===== src/fagb_pkg.sv =====
/*
 * Shared constants and helper functions for the flash converter back end.
 * Assumes a single system clock domain; the converter clock is sampled as data.
 */
package fagb_pkg;

    localparam int unsigned COMP_COUNT  = 256;
    localparam int unsigned COLUMNS     = 4;
    localparam int unsigned COL_WIDTH   = 64;
    localparam int unsigned POS_W       = 6;
    localparam int unsigned CNT_W       = 7;
    localparam int unsigned WORD_W      = 8;
    localparam int unsigned SEL_W       = 3;

    localparam logic [WORD_W-1:0] WORD_RST    = 8'h00;
    localparam logic [WORD_W-1:0] WORD_TOP    = 8'hff;
    localparam logic [CNT_W-1:0]  CNT_RST     = 7'h00;
    localparam logic [SEL_W-1:0]  SEL_OVR     = 3'h4;

    // Number of set comparators in one column
    function automatic logic [CNT_W-1:0] fagb_count(input logic [COL_WIDTH-1:0] v);
        logic [CNT_W-1:0] n;
        n = CNT_RST;
        for (int i = 0; i < COL_WIDTH; i++) begin
            n = n + {6'h00, v[i]};
        end
        return n;
    endfunction

    function automatic logic [WORD_W-1:0] fagb_to_gray(input logic [WORD_W-1:0] b);
        return b ^ (b >> 1);
    endfunction

    function automatic logic [WORD_W-1:0] fagb_from_gray(input logic [WORD_W-1:0] g);
        logic [WORD_W-1:0] b;
        b = WORD_RST;
        for (int i = WORD_W - 1; i >= 0; i--) begin
            b[i] = (i == WORD_W - 1) ? g[i] : (b[i+1] ^ g[i]);
        end
        return b;
    endfunction

endpackage


===== src/fagb_column_decoder.sv =====
/*
 * One column decoder: reduces a 64-comparator slice to its position count
 * and holds it in a latch register between loads.
 * Assumes i_load is a one-cycle pulse from the same clock domain.
 */
module fagb_column_decoder
    import fagb_pkg::*;
#(
    parameter int unsigned SLICE_W = COL_WIDTH
) (
    // Clock and reset
    input  wire logic                i_mclk,
    input  wire logic                i_resetn,
    // Slice and load strobe
    input  wire logic                i_load,
    input  wire logic [SLICE_W-1:0]  i_slice,
    // Position count, 0 to 64
    output logic      [CNT_W-1:0]    o_position
);

    logic [CNT_W-1:0] position_r;
    logic [CNT_W-1:0] position_nxt;

    assign position_nxt = i_load ? fagb_count(i_slice) : position_r;
    assign o_position   = position_r;

    always_ff @(posedge i_mclk) begin
        if (!i_resetn) begin
            position_r <= CNT_RST;
        end else begin
            position_r <= position_nxt;
        end
    end
endmodule


===== src/fagb_backend.sv =====
/*
 * Digital back end of an 8-bit flash converter: comparator latch, four
 * column decoders, column merge, Gray coding and two alternating output banks.
 * Assumes the converter clock and comparator outputs are asynchronous to
 * i_mclk and much slower (several system cycles per phase).
 */
// Notes on behaviour
// - Comparators track while the converter clock is low and hold their decision at each rising edge.
// - The held decisions form a thermometer code whose count of set bits is the input level.
// - On each falling edge the code is loaded into four column decoders, each reducing 64 bits to a position.
// - Each column result sits in a 7-bit latch that is reloaded only on the falling edge.
// - The in-column position gives the 6 low bits and the selected column of four gives the 2 high bits.
// - Each bank drives its word through 8 output latches that change only when that bank is loaded.
// - A sample taken at one rising edge appears on the outputs at the next rising edge.
// - Every output word is Gray coded so adjacent levels differ in one bit.
// - The bottom level gives an all-zero word and the top gives overrange with the top code.
// - Each bank carries a ninth overrange bit for its own sample.
// - Each bank has a data-ready strobe and its complement.
module fagb_backend
    import fagb_pkg::*;
(
    // Clock and reset
    input  wire logic                   i_mclk,
    input  wire logic                   i_resetn,
    // Converter clock and comparator outputs
    input  wire logic                   i_conv_clk,
    input  wire logic [COMP_COUNT-1:0]  i_comparator,
    // Bank A
    output logic      [WORD_W-1:0]      o_sample_word_bank_a,
    output logic                        o_overrange_bank_a,
    output logic                        o_ready_strobe_bank_a,
    output logic                        o_ready_strobe_n_bank_a,
    // Bank B
    output logic      [WORD_W-1:0]      o_sample_word_bank_b,
    output logic                        o_overrange_bank_b,
    output logic                        o_ready_strobe_bank_b,
    output logic                        o_ready_strobe_n_bank_b
);

    logic                   clk_s1_r;
    logic                   clk_s2_r;
    logic                   clk_prev_r;
    logic [COMP_COUNT-1:0]  comp_s1_r;
    logic [COMP_COUNT-1:0]  comp_s2_r;
    logic [COMP_COUNT-1:0]  therm_r;
    logic                   have_r;
    logic                   bank_sel_r;
    logic [WORD_W-1:0]      word_a_r;
    logic [WORD_W-1:0]      word_b_r;
    logic                   ovr_a_r;
    logic                   ovr_b_r;
    logic                   rdy_a_r;
    logic                   rdy_b_r;
    logic                   rdy_n_a_r;
    logic                   rdy_n_b_r;

    logic                   rise_w;
    logic                   fall_w;
    logic [CNT_W-1:0]       col_cnt_w [COLUMNS];
    logic [SEL_W-1:0]       full_cols_w;
    logic                   ovr_w;
    logic [POS_W-1:0]       pos_w;
    logic [WORD_W-1:0]      bin_w;
    logic [WORD_W-1:0]      gray_w;
    logic                   load_a_w;
    logic                   load_b_w;

    // Two-stage synchronisers; only the second stage is looked at
    always_ff @(posedge i_mclk) begin
        if (!i_resetn) begin
            clk_s1_r   <= 1'b0;
            clk_s2_r   <= 1'b0;
            clk_prev_r <= 1'b0;
            comp_s1_r  <= '0;
            comp_s2_r  <= '0;
        end else begin
            clk_s1_r   <= i_conv_clk;
            clk_s2_r   <= clk_s1_r;
            clk_prev_r <= clk_s2_r;
            comp_s1_r  <= i_comparator;
            comp_s2_r  <= comp_s1_r;
        end
    end

    assign rise_w = clk_s2_r & ~clk_prev_r;
    assign fall_w = ~clk_s2_r & clk_prev_r;

    // Comparator master stage tracks while low; slave holds from the rise
    always_ff @(posedge i_mclk) begin
        if (!i_resetn) begin
            therm_r <= '0;
        end else if (rise_w) begin
            therm_r <= comp_s2_r;
        end
    end

    genvar gc;
    generate
        for (gc = 0; gc < COLUMNS; gc++) begin : g_col
            fagb_column_decoder #(
                .SLICE_W (COL_WIDTH)
            ) u_col (
                .i_mclk     (i_mclk),
                .i_resetn   (i_resetn),
                .i_load     (fall_w),
                .i_slice    (therm_r[gc*COL_WIDTH +: COL_WIDTH]),
                .o_position (col_cnt_w[gc])
            );
        end
    endgenerate

    // Full columns pick the two high bits; the partial column gives the rest
    assign full_cols_w = {2'b00, col_cnt_w[0][POS_W]} + {2'b00, col_cnt_w[1][POS_W]}
                       + {2'b00, col_cnt_w[2][POS_W]} + {2'b00, col_cnt_w[3][POS_W]};
    assign ovr_w       = (full_cols_w == SEL_OVR);
    assign pos_w       = ovr_w ? POS_W'(0) : col_cnt_w[full_cols_w[1:0]][POS_W-1:0];
    assign bin_w       = ovr_w ? WORD_TOP : {full_cols_w[1:0], pos_w};
    assign gray_w      = fagb_to_gray(bin_w);

    assign load_a_w    = rise_w & have_r & ~bank_sel_r;
    assign load_b_w    = rise_w & have_r & bank_sel_r;

    // First rise after reset has no decoded sample yet
    always_ff @(posedge i_mclk) begin
        if (!i_resetn) begin
            have_r     <= 1'b0;
            bank_sel_r <= 1'b0;
        end else begin
            have_r     <= have_r | fall_w;
            bank_sel_r <= bank_sel_r ^ (load_a_w | load_b_w);
        end
    end

    // Output latches, loaded one converter cycle after the sample was taken
    always_ff @(posedge i_mclk) begin
        if (!i_resetn) begin
            word_a_r  <= WORD_RST;
            ovr_a_r   <= 1'b0;
            rdy_a_r   <= 1'b0;
            rdy_n_a_r <= 1'b1;
        end else if (load_a_w) begin
            word_a_r  <= gray_w;
            ovr_a_r   <= ovr_w;
            rdy_a_r   <= ~rdy_a_r;
            rdy_n_a_r <= rdy_a_r;
        end
    end

    always_ff @(posedge i_mclk) begin
        if (!i_resetn) begin
            word_b_r  <= WORD_RST;
            ovr_b_r   <= 1'b0;
            rdy_b_r   <= 1'b0;
            rdy_n_b_r <= 1'b1;
        end else if (load_b_w) begin
            word_b_r  <= gray_w;
            ovr_b_r   <= ovr_w;
            rdy_b_r   <= ~rdy_b_r;
            rdy_n_b_r <= rdy_b_r;
        end
    end

    assign o_sample_word_bank_a    = word_a_r;
    assign o_overrange_bank_a      = ovr_a_r;
    assign o_ready_strobe_bank_a   = rdy_a_r;
    assign o_ready_strobe_n_bank_a = rdy_n_a_r;
    assign o_sample_word_bank_b    = word_b_r;
    assign o_overrange_bank_b      = ovr_b_r;
    assign o_ready_strobe_bank_b   = rdy_b_r;
    assign o_ready_strobe_n_bank_b = rdy_n_b_r;
endmodule


===== config.mk =====
export PLATFORM = sky130hd
export DESIGN_NAME = fagb_backend
export DESIGN_NICKNAME = d
export VERILOG_FILES = /design/src/fagb_pkg.sv /design/src/fagb_column_decoder.sv /design/src/fagb_backend.sv
export SDC_FILE = /design/constraint.sdc
export NUM_CORES = 1
export LEC_CHECK = 0
export ABC_AREA = 1
export BUFFER_PORTS_ARGS = -buffer_cell sky130_fd_sc_hd__buf_2
export CAP_MARGIN = 20
export CORE_MARGIN = 8
export CORE_UTILIZATION = 55
export CTS_BUF_LIST = sky130_fd_sc_hd__clkbuf_4 sky130_fd_sc_hd__clkbuf_8
export DETAILED_ROUTE_END_ITERATION = 10
export PLACE_DENSITY = 0.79
export SYNTH_ARGS = -nofsm -noshare
export SYNTH_HDL_FRONTEND = slang
export SYNTH_SLANG_ARGS = --single-unit

===== constraint.sdc =====
create_clock -name i_mclk -period 18.9 [get_ports i_mclk]
set_input_delay 0.945 -clock i_mclk [delete_from_list [all_inputs] [get_ports i_mclk]]
set_output_delay 0.945 -clock i_mclk [all_outputs]
set_load 0.005 [all_outputs]

==> results of run 1 <==
==> final cells by class <==
cell class	count	area (um^2)
fill	4780	21700
sequential	823	16500
multi-input combinational	1764	11500
inverter	952	3590
clock buffer	212	2620
timing repair buffer	292	1540
tap	773	967
clock inverter	27	218
antenna	2	5.00
==> cell families (layout without fill, tap and decap cells) <==
group                    Yosys count  after routing  share of synthesized area (%)
AO/OA/AOI/OAI                    462            462                           7.17
XOR/XNOR                           5              5                          0.135
buffers and inverters           1113           1483                           13.7
adder cells (fa/ha/maj)          285            285                           16.0
flip-flops                       823            823                           50.8
AND/OR/NAND/NOR                 1012           1012                           12.2
other                              0              2                              0
==> state kept, by name, summed over array words and instances (netlist names), 8 cells and up <==
signal and cells:
comp_s2_r 256, o_sample_word_bank_b 8, comp_s1_r 256, g_col.u_col.o_position 28, therm_r 256, o_sample_word_bank_a 8
==> worst max-delay path, stage by stage, from the launching register on <==
cell                       delay [ps]
sky130_fd_sc_hd__dfxtp_1          310
sky130_fd_sc_hd__ha_1             270
sky130_fd_sc_hd__inv_1             50
sky130_fd_sc_hd__fa_1             510
sky130_fd_sc_hd__fa_1             540
sky130_fd_sc_hd__fa_1             530
sky130_fd_sc_hd__fa_1             520
sky130_fd_sc_hd__fa_1             520
sky130_fd_sc_hd__fa_1             540
sky130_fd_sc_hd__fa_1             530
sky130_fd_sc_hd__fa_1             540
sky130_fd_sc_hd__inv_1             60
sky130_fd_sc_hd__fa_1             500
sky130_fd_sc_hd__fa_1             450
sky130_fd_sc_hd__nand3_1          120
sky130_fd_sc_hd__a21oi_1           70
sky130_fd_sc_hd__nand3b_1         160
sky130_fd_sc_hd__nand2_1           90
sky130_fd_sc_hd__inv_1             30
==> cells in the final DEF, fill, tap and decap left out <==
cell type,netlist,routed
sky130_fd_sc_hd__o21ai_0,130,130
sky130_fd_sc_hd__nor2_8,1,1
sky130_fd_sc_hd__inv_6,0,4
sky130_fd_sc_hd__diode_2,0,2
sky130_fd_sc_hd__nand3_2,1,1
sky130_fd_sc_hd__clkinvlp_4,0,5
sky130_fd_sc_hd__nor2_1,274,274
sky130_fd_sc_hd__xnor2_1,3,3
sky130_fd_sc_hd__clkinv_8,0,2
sky130_fd_sc_hd__clkbuf_8,0,164
sky130_fd_sc_hd__dfxtp_1,823,823
sky130_fd_sc_hd__buf_16,0,2
sky130_fd_sc_hd__inv_2,3,3
sky130_fd_sc_hd__clkinv_2,0,13
sky130_fd_sc_hd__o21a_1,2,2
sky130_fd_sc_hd__or2_2,1,1
sky130_fd_sc_hd__or2_1,2,2
sky130_fd_sc_hd__inv_8,0,3
sky130_fd_sc_hd__ha_1,68,68
sky130_fd_sc_hd__or2_0,2,2
sky130_fd_sc_hd__buf_8,0,1
sky130_fd_sc_hd__nand2b_1,2,2
sky130_fd_sc_hd__nand4_1,7,7
sky130_fd_sc_hd__o211ai_1,4,4
sky130_fd_sc_hd__nand3b_1,4,4
sky130_fd_sc_hd__clkbuf_4,0,48
sky130_fd_sc_hd__inv_4,2,1
sky130_fd_sc_hd__nand2_1,646,646
sky130_fd_sc_hd__inv_1,947,947
sky130_fd_sc_hd__o21ai_1,144,144
sky130_fd_sc_hd__xor2_1,2,2
sky130_fd_sc_hd__buf_2,88,279
sky130_fd_sc_hd__fa_1,217,217
sky130_fd_sc_hd__bufinv_16,0,1
sky130_fd_sc_hd__a21oi_1,182,182
sky130_fd_sc_hd__and2_1,2,2
sky130_fd_sc_hd__buf_4,12,10
sky130_fd_sc_hd__nand3_1,70,70
==> worst max path at each step <==
stage            startpoint                           end  slack (ps)  cells after the start
6_report       therm_r[192]  g_col[3].u_col.o_position[4]       12450                     18
5_1_grt        therm_r[192]  g_col[3].u_col.o_position[4]       12140                     18
4_1_cts        therm_r[192]  g_col[3].u_col.o_position[4]       12420                     18
3_5_place_dp   therm_r[192]  g_col[3].u_col.o_position[4]       12430                     18
3_3_place_gp   therm_r[192]  g_col[3].u_col.o_position[4]       12510                     18
2_1_floorplan  therm_r[192]  g_col[3].u_col.o_position[4]       12740                     18
==> power by group <==
part | total [mW] | internal [mW] | switching (mW)
Combinational | 1.22 | 0.502 | 0.720
Sequential | 1.85 | 1.82 | 0.0284
Clock | 1.59 | 0.898 | 0.688
Total | 4.65 | 3.22 | 1.44
==> per-layer routing <==
metal  part of all wire [%]  vias to the layer above  track usage [%]  wire length [um]
met3                    5.8                      126             5.42              3560
met5                      0                        -                0                 0
met4                    2.9                        0             7.89              1810
met2                     47                      437             30.8             29300
met1                     44                    10059             23.2             27200
li1                       -                    11298                -                 -
==> results by stage, run 1 <==
Setup path:
- The startpoint of the worst-slack reg-to-reg timing path is therm_r[192].
- The register-to-register path setup slack is 12450 ps.
- The data required time at the worst endpoint is 19550 ps.
- The endpoint arrival time on the critical path is 7100 ps.
- STA classifies the critical path startpoint as a flip-flop.
- The endpoint identified for the worst register-to-register timing path is g_col[3].u_col.o_position[4].
- The setup path with the least slack is of type reg2reg.
- The maximum fanout count along the critical path is 4.
- The type of destination of the critical path is a flip-flop.
- The number of cells on the worst reg-to-reg path is 18.

Die:
- The number of rows in the core area is 89.
- The standard cell core area is 0.0587 mm^2.
- Once the floorplan was initialized, standard cells occupied 55.3% of the core.
- The y dimension of the die is 259 um.
- The number of placed I/O pins is 281.
- Measured along the x axis, the die boundary spans 259 um.
- The floorplan step defined a die boundary enclosing 0.0670 mm^2.

Route:
- Across all layers, the routed design uses 21920 vias.
- Dividing the detail-routed wire length by the instance count gives 12.8 um.
- The total DRC errors in the routed layout is 0.
- The detail route stage leaves a number of antenna-violating nets equal to 0.
- The mean number of vias per cell is 4.52.
- The total detailed-routing wirelength is 61.9 mm.
- The starting DRC count in detailed routing is 1220.
- The first detailed-routing pass took 5 iterations.

Logic synthesis:
- During synthesis, Yosys emitted a total of 0 warnings.
- The count of distinct cell types in the synthesized netlist is 31.
- The area share of the largest cell type after synthesis is 50.8%.
- Yosys attributes the largest share of cell area to sky130_fd_sc_hd__dfxtp_1, sky130_fd_sc_hd__fa_1, sky130_fd_sc_hd__inv_1.
- The biggest area consumer among synthesized cells is sky130_fd_sc_hd__dfxtp_1.
- For this run, asynchronously set or reset flops after synthesis account for 0%.
- The synthesized net count is 4244.
- Yosys instantiated no cell more often than sky130_fd_sc_hd__inv_1.
- The commonest cells after synthesis are sky130_fd_sc_hd__inv_1, sky130_fd_sc_hd__dfxtp_1, sky130_fd_sc_hd__nand2_1.
- Each instance of the synthesized netlist takes up on average 8.77 um^2.
- Sequential cells were found to cover 50.8% of the synthesized design area.
- The synthesized design contains 823 register bits.
- The synthesized cell area is 0.0324 mm^2.
- Among all flip-flop cells after synthesis, the most frequent one is sky130_fd_sc_hd__dfxtp_1.
- The count of mapped cells out of synthesis is 3700.
- The synthesized design contains 0 enable-type register cells.

Min path:
- The hold path startpoint is i_comparator[214].
- The cell count of the worst hold path is 3.
- In this run the worst hold path is classified as in2reg.
- The worst hold path terminates at comp_s1_r[214].

CTS:
- Clock tree synthesis inserted a total of 136 buffers.
- TritonCTS built the clock tree.
- For this design, the sink count on the clock tree is 823.
- The post-CTS setup repair buffer count is 0.
- The number of gates resized after CTS was 0.
- The H-tree generated during clock tree synthesis spans 4 levels.
- The clock slew seen by the registers of the worst setup and hold paths is 60 ps.
- The count of hold buffers inserted by post-cts repair is 0.
- The number of buffers on the longest clock path is 3.
- The clock tree root driver cell is sky130_fd_sc_hd__clkbuf_8.
- The later-pin clock latency in the skew report is 770 ps.

Layout:
- The utilization after layout is 63.0%.
- The net total in the final layout is 4513.
- The count of placed standard cells in the final layout, fillers left out is 4845.
- Relative to the synthesized area, the layout overhead comes to 13.9%.
- Of the cells placed in the final design, the portion with a size suffix greater than 1 is 13.2%.
- Summing all non-filler instances in the final layout gives an area of 0.0369 mm^2.

Timing:
- Setup violations remaining at the end of the flow were counted as 0.
- After layout, the worst path uses 34.1% of the clock period.
- The count of final hold-check violations came to 0.
- The worst-margin pin slew is 1070 ps.
- The total negative setup slack is 0 ps.
- The smallest hold slack is 355 ps.
- Between clock sinks in the finished design, the worst skew comes to 31.1 ps.
- The smallest clock period supported by the final layout is computed as 6450 ps.
- Setup repair after global routing left no endpoint under its margin.
- The max-slew violation count is 0.
- The maximum achievable frequency is 155 MHz.
- Measured against its own limit, the worst slew margin works out to 28.8%.
- The worst path meets setup with 12450 ps of slack.

Place:
- During placement, the flow inserted port buffers numbering 280.
- In this run the cell area measured after placement is 0.0340 mm^2.
- The post-DP HPWL is 41.6 mm.
- In this run, placement finished with an instance count of 4602.
- At the end of routability-driven placement, the weighted congestion stood at 0.851.
- The pre-CTS setup slack is 12430 ps.

Global routing:
- The initial antenna violation count is 1.
- The maximum number of pins on one net before global-route repair is 189.
- The first global-routing pass estimated 104 mm of wire.
- The sum of overflow across all layers after global routing is 0.
- The via count of the first global-routing pass is 22267.
- In the global route stage, overall resource usage came out at 18.8%.

Power and ir drop:
- The worst-case IR drop observed on VDD is 0.0863 mV.
- The reported leakage power is 20.8 nW.
- The post-layout total power is 4.65 mW.
- The areal power density over the cells is 126 mW/mm^2.

Outcome:
- The run finished with clean final reports.

Flow run:
- The count of max-cap constraint violations is 0.
Power figures use the tool's default switching activity.
==> run 2: changes to the inputs <==
PLACE_DENSITY = 0.82   (was 0.79)
clock period = 5.2 ns   (was 18.9 ns; I/O delays follow)
==> run 2 against run 1 <==
  * The run now ends with negative setup slack left
  * Largest power group unchanged
  * Combinational power grew to 4.8 times the previous value
  * Final cell count grew 6.5%
  * Flip-flop and latch count stayed put
  * Critical path type unchanged
==> results by stage, run 2 (synthesis gave the netlist of run 1 again) <==
Outcome:
- The flow ran to the end, but the final reports show violations.
- The final reports fail on negative setup slack.

Timing:
- The max-slew violation count is 0 (unchanged).
- The maximum achievable frequency is 172 MHz (+11%).
- The worst setup slack after layout was -620 ps (-13070 ps).
- The clock skew was 30.9 ps (-0.168 ps).
- The setup-violating endpoint count in the final report is 28 (+28).
- The final period utilization came to 112% (+78 points).
- The remaining max-slew budget at the tightest pin was 29.2% (+0.44 points).
- The count of final hold-check violations is 0 (unchanged).
- The shortest clock period the worst path allows after layout is 5820 ps (-632 ps).
- The worst-margin pin slew is 1060 ps (-6.67 ps).
- Setup repair after global routing could not meet its margin everywhere.

Layout:
- The area of all placed cells without fillers is 0.0403 mm^2 (+9.2%).
- The utilization after layout was 68.7% (+5.8 points).
- The largest registers in the layout are comp_s1_r x256, comp_s2_r x256, therm_r x256.
- Leaving out fill and tap cells, the most frequent cell in the layout is sky130_fd_sc_hd__inv_1.
- The area growth from synthesis to layout is 24.4%.
- The share of post-route cells with drive strength above 1 is 15.6% (+2.4 points).
- Leaving out fill and tap cells, the most frequent cells in the layout are sky130_fd_sc_hd__inv_1, sky130_fd_sc_hd__dfxtp_1, sky130_fd_sc_hd__nand2_1, sky130_fd_sc_hd__buf_2, sky130_fd_sc_hd__dlygate4sd3_1.
- The net total in the final layout was 4831 (+7.0%).

Die:
- The die boundary width is 259 um (unchanged).
- The number of rows in the core area is 89 (unchanged).
- The standard cell core area was 0.0587 mm^2 (unchanged).
- The initial standard-cell utilization of the core is 55.3% (unchanged).
- The floorplan die area was 0.0670 mm^2 (unchanged).
- The number of placed I/O pins is 281 (unchanged).
- The y dimension of the die came to 259 um (unchanged).

Place:
- The placer congestion estimate is 0.850 (-0.12%).
- The placed cell area was 0.0345 mm^2 (+1.4%).
- The pre-CTS setup slack is -585 ps (-13020 ps).
- The number of I/O port buffers is 280 (unchanged).
- The post-DP HPWL was 42.9 mm (+3.2%).

Power and ir drop:
- The maximum vdd drop is 0.384 mV (+350%).
- The areal power density over the cells was 455 mW/mm^2 (+260%).
- The reported leakage power was 22.1 nW (+6.1%).

Setup path:
- The highest cell delay on the worst timing path came to 560 ps (+20 ps).
- The worst setup path is captured at a flip-flop.
- The element type at the critical path start is a flip-flop.
- The maximum fanout count along the critical path is 2 (-2).
- The largest individual stage delay along the critical path comes from the cell sky130_fd_sc_hd__fa_2.
- The data required time at the worst endpoint is 5910 ps (-13640 ps).
- The register-to-register path setup slack is -620 ps (-13070 ps).
- The worst path buffer plus inverter count is 3 (unchanged).
- The signal on the critical path passes through ha_4 > inv_4 > fa_1 > fa_2 > fa_2 > fa_2 > fa_1 > fa_1 > fa_1 > fa_1 > fa_2 > fa_2 > inv_2 > nand3_2 > a21oi_1 > nand3b_1 > nand2_1 > inv_1.
- The kind of cell with the highest combined delay along the critical path is adder cells.
- The startpoint-to-endpoint class of the critical path is reg2reg.
- The endpoint arrival time on the critical path was 6530 ps (-570 ps).

Route:
- The wire length per cell is 14.9 um (+17%).
- The first-pass iteration count of the detailed router came to 5 (unchanged).
- The count of vias placed by the detailed router is 24029 (+9.6%).
- The starting DRC count in detailed routing is 1422 (+17%).
- The total detailed-routing wirelength came to 76.8 mm (+24%).
- The total DRC errors in the routed layout was 0 (unchanged).
- The number of routed nets with antenna violations is 0 (unchanged).
- The mean number of vias per cell is 4.66 (+3.0%).

CTS:
- The later-pin clock latency in the skew report is 780 ps (about the same).
- TritonCTS built the clock tree.
- The clock slew seen by the registers of the worst setup and hold paths was 60 ps (about the same).
- The TritonCTS buffer count came to 133 (-2.2%).
- The count of H-tree levels built during CTS is 4 (unchanged).
- The clock sink count is 823 (unchanged).
- The cell sitting at the root of the clock tree is a sky130_fd_sc_hd__clkbuf_8.
- The number of buffers on the longest clock path is 3 (unchanged).

Global routing:
- The maximum number of pins on one net before global-route repair is 234 (+24%).
- The sum of overflow across all layers after global routing came to 0 (unchanged).
- The initial antenna violation count is 6 (+5).
- The via count of the first global-routing pass is 25782 (+16%).
- The overall routing resource usage came to 22.9% (+4.1 points).
- The wire length of the first global-routing pass is 125 mm (+20%).

Flow run:
- The count of max-cap constraint violations is 0 (unchanged).

Min path:
- In this run the worst hold path is classified as in2reg.
==> run 2: worst paths after layout <==
kind,startpoint,endpoint,cells past startpoint
worst min-delay path,i_comparator[24],comp_s1_r[24],4
worst max-delay path,therm_r[0],g_col[0].u_col.o_position[4],18
worst min register to register,comp_s1_r[9],comp_s2_r[9],2
worst max register to register,therm_r[0],g_col[0].u_col.o_position[4],18
==> run 2: layout make-up <==
type	count	area, um^2
fillers	4026	18300
well taps	773	967
inverters	952	3590
clock buffers	197	2450
clock inverters	31	312
multi-input cells	1764	11800
diodes	5	12.5
flip-flops and latches	823	16500
repair buffers	613	4690
==> run 2: worst reg2reg max path, delay by kind of cell (launching register included) <==
| kind | cells | cell delay (ps) |
|---|---|---|
| buffers and inverters | 3 | 150 |
| adders and majority gates | 11 | 4910 |
| and+or+nand+nor | 3 | 240 |
| AOI/OAI and AO/OA | 1 | 130 |
| DFF | 1 | 330 |
==> run 2: through the flow <==
stage          TNS (ps)  total power, mW  instances  hold slack (ps)
4_1_cts          -11480             18.1       5150              123
3_3_place_gp      -9650             11.7       4643              394
5_1_grt          -16760             19.6       5158              171
6_report         -11910             18.4       5158              203
2_1_floorplan     -4480             10.5       3700              353
3_5_place_dp     -11410             11.9       4643              395
==> run 2: report_power, final <==
group          total (mW)  internal [mW]  leakage, nW  switching [mW]
registers            6.72           6.60         6.78           0.116
clock network        5.80           3.27         1.47            2.53
logic                5.85           2.71         13.8            3.13
total                18.4           12.6         22.1            5.78
==> run 2: per-layer routing <==
| layer | GRT usage (%) | share of wire, % | vias to the layer above |
|---|---|---|---|
| li1 | - | - | 11930 |
| met1 | 25.5 | 40 | 11266 |
| met2 | 40.5 | 51 | 607 |
| met3 | 5.69 | 5.1 | 226 |
| met4 | 11.4 | 4.1 | 0 |
| met5 | 0 | 0 | - |
==> run 2: timing repair <==
action | in CTS | in global routing
gates resized for setup | 25 | 61
hold buffers | 278 | 0
hold endpoints to repair | 274 | 0
setup buffers | 1 | 3
setup endpoints to repair | 28 | 28
pin swaps | 18 | 36
==> run 3: changes to the inputs <==
RECOVER_POWER = 50   (was default)
TNS_END_PERCENT = 50   (was default)
==> run 3 against run 2 <==
  * Sequential power about the same
  * Count of clock-buffer cells in the layout rose by 18
  * The run ends with design-rule violations, max-capacitance violations, max-slew violations, negative setup slack left
  * First-iteration DRC count increased by 5.1%
  * Highest routed layer unchanged
  * Sequential share of layout area down 0.21 points
  * Clock power increased by 4.8%
  * Combinational power up 2%
  * Fmax down 0.70%
  * Largest power group unchanged
  * Non-clock buffer count is 16 higher
  * Critical endpoint is now g_col[3].u_col.o_position[4]
  * Final area rose by 0.50%
  * Routed wire length grew 4.6%
  * Power up 2.1%
==> results by stage, run 3 (synthesis gave the netlist of run 1 again) <==
CTS:
- The TritonCTS buffer count is 131 (-1.5%).
- TritonCTS built the clock tree.
- The clock sink count is 823 (unchanged).
- The clock slew seen by the registers of the worst setup and hold paths came to 60 ps (about the same).
- The count of H-tree levels built during CTS is 4 (unchanged).
- The later-pin clock latency in the skew report is 780 ps (about the same).
- The number of buffers on the longest clock path is 3 (unchanged).
- The clock tree root driver cell is sky130_fd_sc_hd__clkbuf_8.

Place:
- The instance count after placement with tap cells included came to 4647 (+0.086%).
- The post-DP HPWL was 41.8 mm (-2.7%).
- The pre-CTS setup slack was -573 ps (+12.6 ps).
- The number of I/O port buffers is 280 (unchanged).
- The placer congestion estimate is 0.840 (-1.2%).

Power and ir drop:
- The sequential share of power is 35.8% (-0.8 points).
- The net switching power came to 5.87 mW (+1.6%).
- The maximum vdd drop came to 0.449 mV (+17%).
- The combinational cell fraction of total power is 31.7% (about the same).
- The areal power density over the cells is 462 mW/mm^2 (+1.6%).
- The switching share of power is 31.3% (-0.15 points).
- The reported leakage power is 22.1 nW (about the same).
- The internal power of the cells came to 12.9 mW (+2.3%).
- The clock network power share is 32.4% (+0.8 points).

Timing:
- The setup-violating endpoint count in the final report is 28 (unchanged).
- Setup repair after global routing could not meet its margin everywhere.
- The maximum achievable frequency is 171 MHz (-0.70%).
- The clock skew was 34.2 ps (+3.31 ps).
- The count of final hold-check violations is 0 (unchanged).
- The worst-margin pin slew is 2660 ps (+1600 ps).
- The total negative setup slack came to -13060 ps (-1160 ps).
- The shortest clock period the worst path allows after layout is 5860 ps (+41.1 ps).
- The max-slew violation count is 797 (+797).
- The worst setup slack after layout is -662 ps (-41.1 ps).
- The final period utilization is 113% (+0.79 points).
- The smallest hold slack is 203 ps (+0.250 ps).
- The remaining max-slew budget at the tightest pin is -77.5% (-110 points).

Die:
- The initial standard-cell utilization of the core is 55.3% (unchanged).
- The number of rows in the core area was 89 (unchanged).
- The y dimension of the die is 259 um (unchanged).
- The number of placed I/O pins is 281 (unchanged).
- The die boundary width came to 259 um (unchanged).
- The floorplan die area is 0.0670 mm^2 (unchanged).
- The standard cell core area was 0.0587 mm^2 (unchanged).

Route:
- The total DRC errors in the routed layout is 1 (+1).
- The first-pass iteration count of the detailed router came to 8 (+3).
- The number of routed nets with antenna violations is 0 (unchanged).
- The total detailed-routing wirelength is 80.3 mm (+4.6%).
- The starting DRC count in detailed routing is 1495 (+5.1%).
- The wire length per cell is 15.5 um (+4.2%).
- The mean number of vias per cell is 4.73 (+1.5%).
- The count of vias placed by the detailed router is 24499 (+2.0%).

Setup path:
- The critical path is of the reg2reg type.
- The maximum fanout count along the critical path came to 3 (+1).
- The type of destination of the critical path is a flip-flop.
- The element type at the critical path start is a flip-flop.
- The data required time at the worst endpoint is 5860 ps (-50 ps).
- The endpoint arrival time on the critical path was 6520 ps (about the same).

Outcome:
- The run finished, with violations left.
- The final reports fail on design-rule violations, max-capacitance violations, max-slew violations, negative setup slack.

Layout:
- The most common cell after layout, fill and taps aside is sky130_fd_sc_hd__inv_1.
- The area growth from synthesis to layout is 25.0%.
- The net total in the final layout came to 4845 (+0.29%).
- The library cells used most frequently in the layout, excluding fill and tap cells, are sky130_fd_sc_hd__inv_1, sky130_fd_sc_hd__dfxtp_1, sky130_fd_sc_hd__nand2_1, sky130_fd_sc_hd__dlygate4sd3_1, sky130_fd_sc_hd__nor2_1.
- The share of post-route cells with drive strength above 1 was 15.1% (-0.50 points).
- The largest registers in the layout are comp_s1_r x256, comp_s2_r x256, therm_r x256.
- The fill cell instance count of the final layout is 3902 (-3.1%).
- The count of placed standard cells in the final layout, fillers left out is 5179 (+0.41%).

Flow run:
- The count of max-cap constraint violations is 4 (+4).

Global routing:
- The via count of the first global-routing pass came to 26306 (+2.0%).
- The initial antenna violation count is 4 (-2).
- The overall routing resource usage was 24.0% (+1.1 points).
- The wire length of the first global-routing pass is 130 mm (+4.0%).
- The sum of overflow across all layers after global routing is 0 (unchanged).
- The maximum number of pins on one net before global-route repair is 269 (+15%).

Min path:
- The class of the tightest hold or removal check is in2reg.
## run 3: worst paths after layout
kind,startpoint,slack [ps],end,cells after the start
min,i_comparator[138],200,comp_s1_r[138],4
max reg2reg,therm_r[228],-660,g_col[3].u_col.o_position[4],19
max,therm_r[228],-660,g_col[3].u_col.o_position[4],19
min reg2reg,comp_s1_r[127],390,comp_s2_r[127],2
## run 3: cell type report
type / instances / area (um^2) / share of cell area (%)
Timing Repair Buffer: 629 / 4740 / 11.7
Tap cell: 773 / 967 / 2.39
Sequential cell: 823 / 16500 / 40.7
Antenna cell: 6 / 15.0 / 0.0370
Multi-Input combinational cell: 1764 / 11800 / 29.1
Clock inverter: 17 / 193 / 0.475
Clock buffer: 215 / 2760 / 6.80
Inverter: 952 / 3590 / 8.85
## run 3: metal layers
metal | wire length, um | track usage [%] | vias up | part of all wire, %
met5 | 0 | 0 | - | 0
met4 | 3880 | 12.4 | 0 | 4.8
met3 | 4050 | 5.49 | 266 | 5.0
met2 | 41200 | 42.9 | 760 | 51
met1 | 31200 | 26.4 | 11512 | 39
li1 | - | - | 11961 | -
## run 3: power by group through the flow
stage	Combinational [mW]	Sequential, mW	Clock, mW
detailed placement	4.96	6.84	0
finish	5.95	6.72	6.08
global route	6.73	6.74	6.47
global placement	4.77	6.84	0
floorplan	3.55	6.81	0
CTS	5.68	6.71	6.12
## run 3: critical path, cell delays in order, from the launching register on
cell and delay [ps]:
sky130_fd_sc_hd__dfxtp_2 320, sky130_fd_sc_hd__inv_2 40, sky130_fd_sc_hd__fa_1 560, sky130_fd_sc_hd__inv_1 60
sky130_fd_sc_hd__fa_2 530, sky130_fd_sc_hd__inv_2 40, sky130_fd_sc_hd__fa_2 580, sky130_fd_sc_hd__fa_1 460
sky130_fd_sc_hd__fa_1 490, sky130_fd_sc_hd__fa_1 530, sky130_fd_sc_hd__fa_1 430, sky130_fd_sc_hd__fa_1 490
sky130_fd_sc_hd__inv_1 50, sky130_fd_sc_hd__fa_2 350, sky130_fd_sc_hd__fa_2 400, sky130_fd_sc_hd__nand3_2 80
sky130_fd_sc_hd__a21oi_1 60, sky130_fd_sc_hd__nand3b_1 160, sky130_fd_sc_hd__nand2_1 90, sky130_fd_sc_hd__inv_1 40
## run 3: metrics by stage
step	utilization (%)	cell area (um^2)	power, mW
after detailed placement	58.8	34500	11.8
after floorplan	-	32500	10.4
after global routing	69.1	40500	19.9
after global placement	58.8	34500	11.6
final	69.1	40500	18.7
after CTS	69.0	40500	18.5
## run 3: timing repair
action                                  4_1_cts  5_1_grt
endpoints found under the setup margin       28       28
setup buffers                                 3        2
resized for setup                            48       35
hold buffers                                288        0
endpoints found under the hold margin       282        0
pin swaps                                    34       28
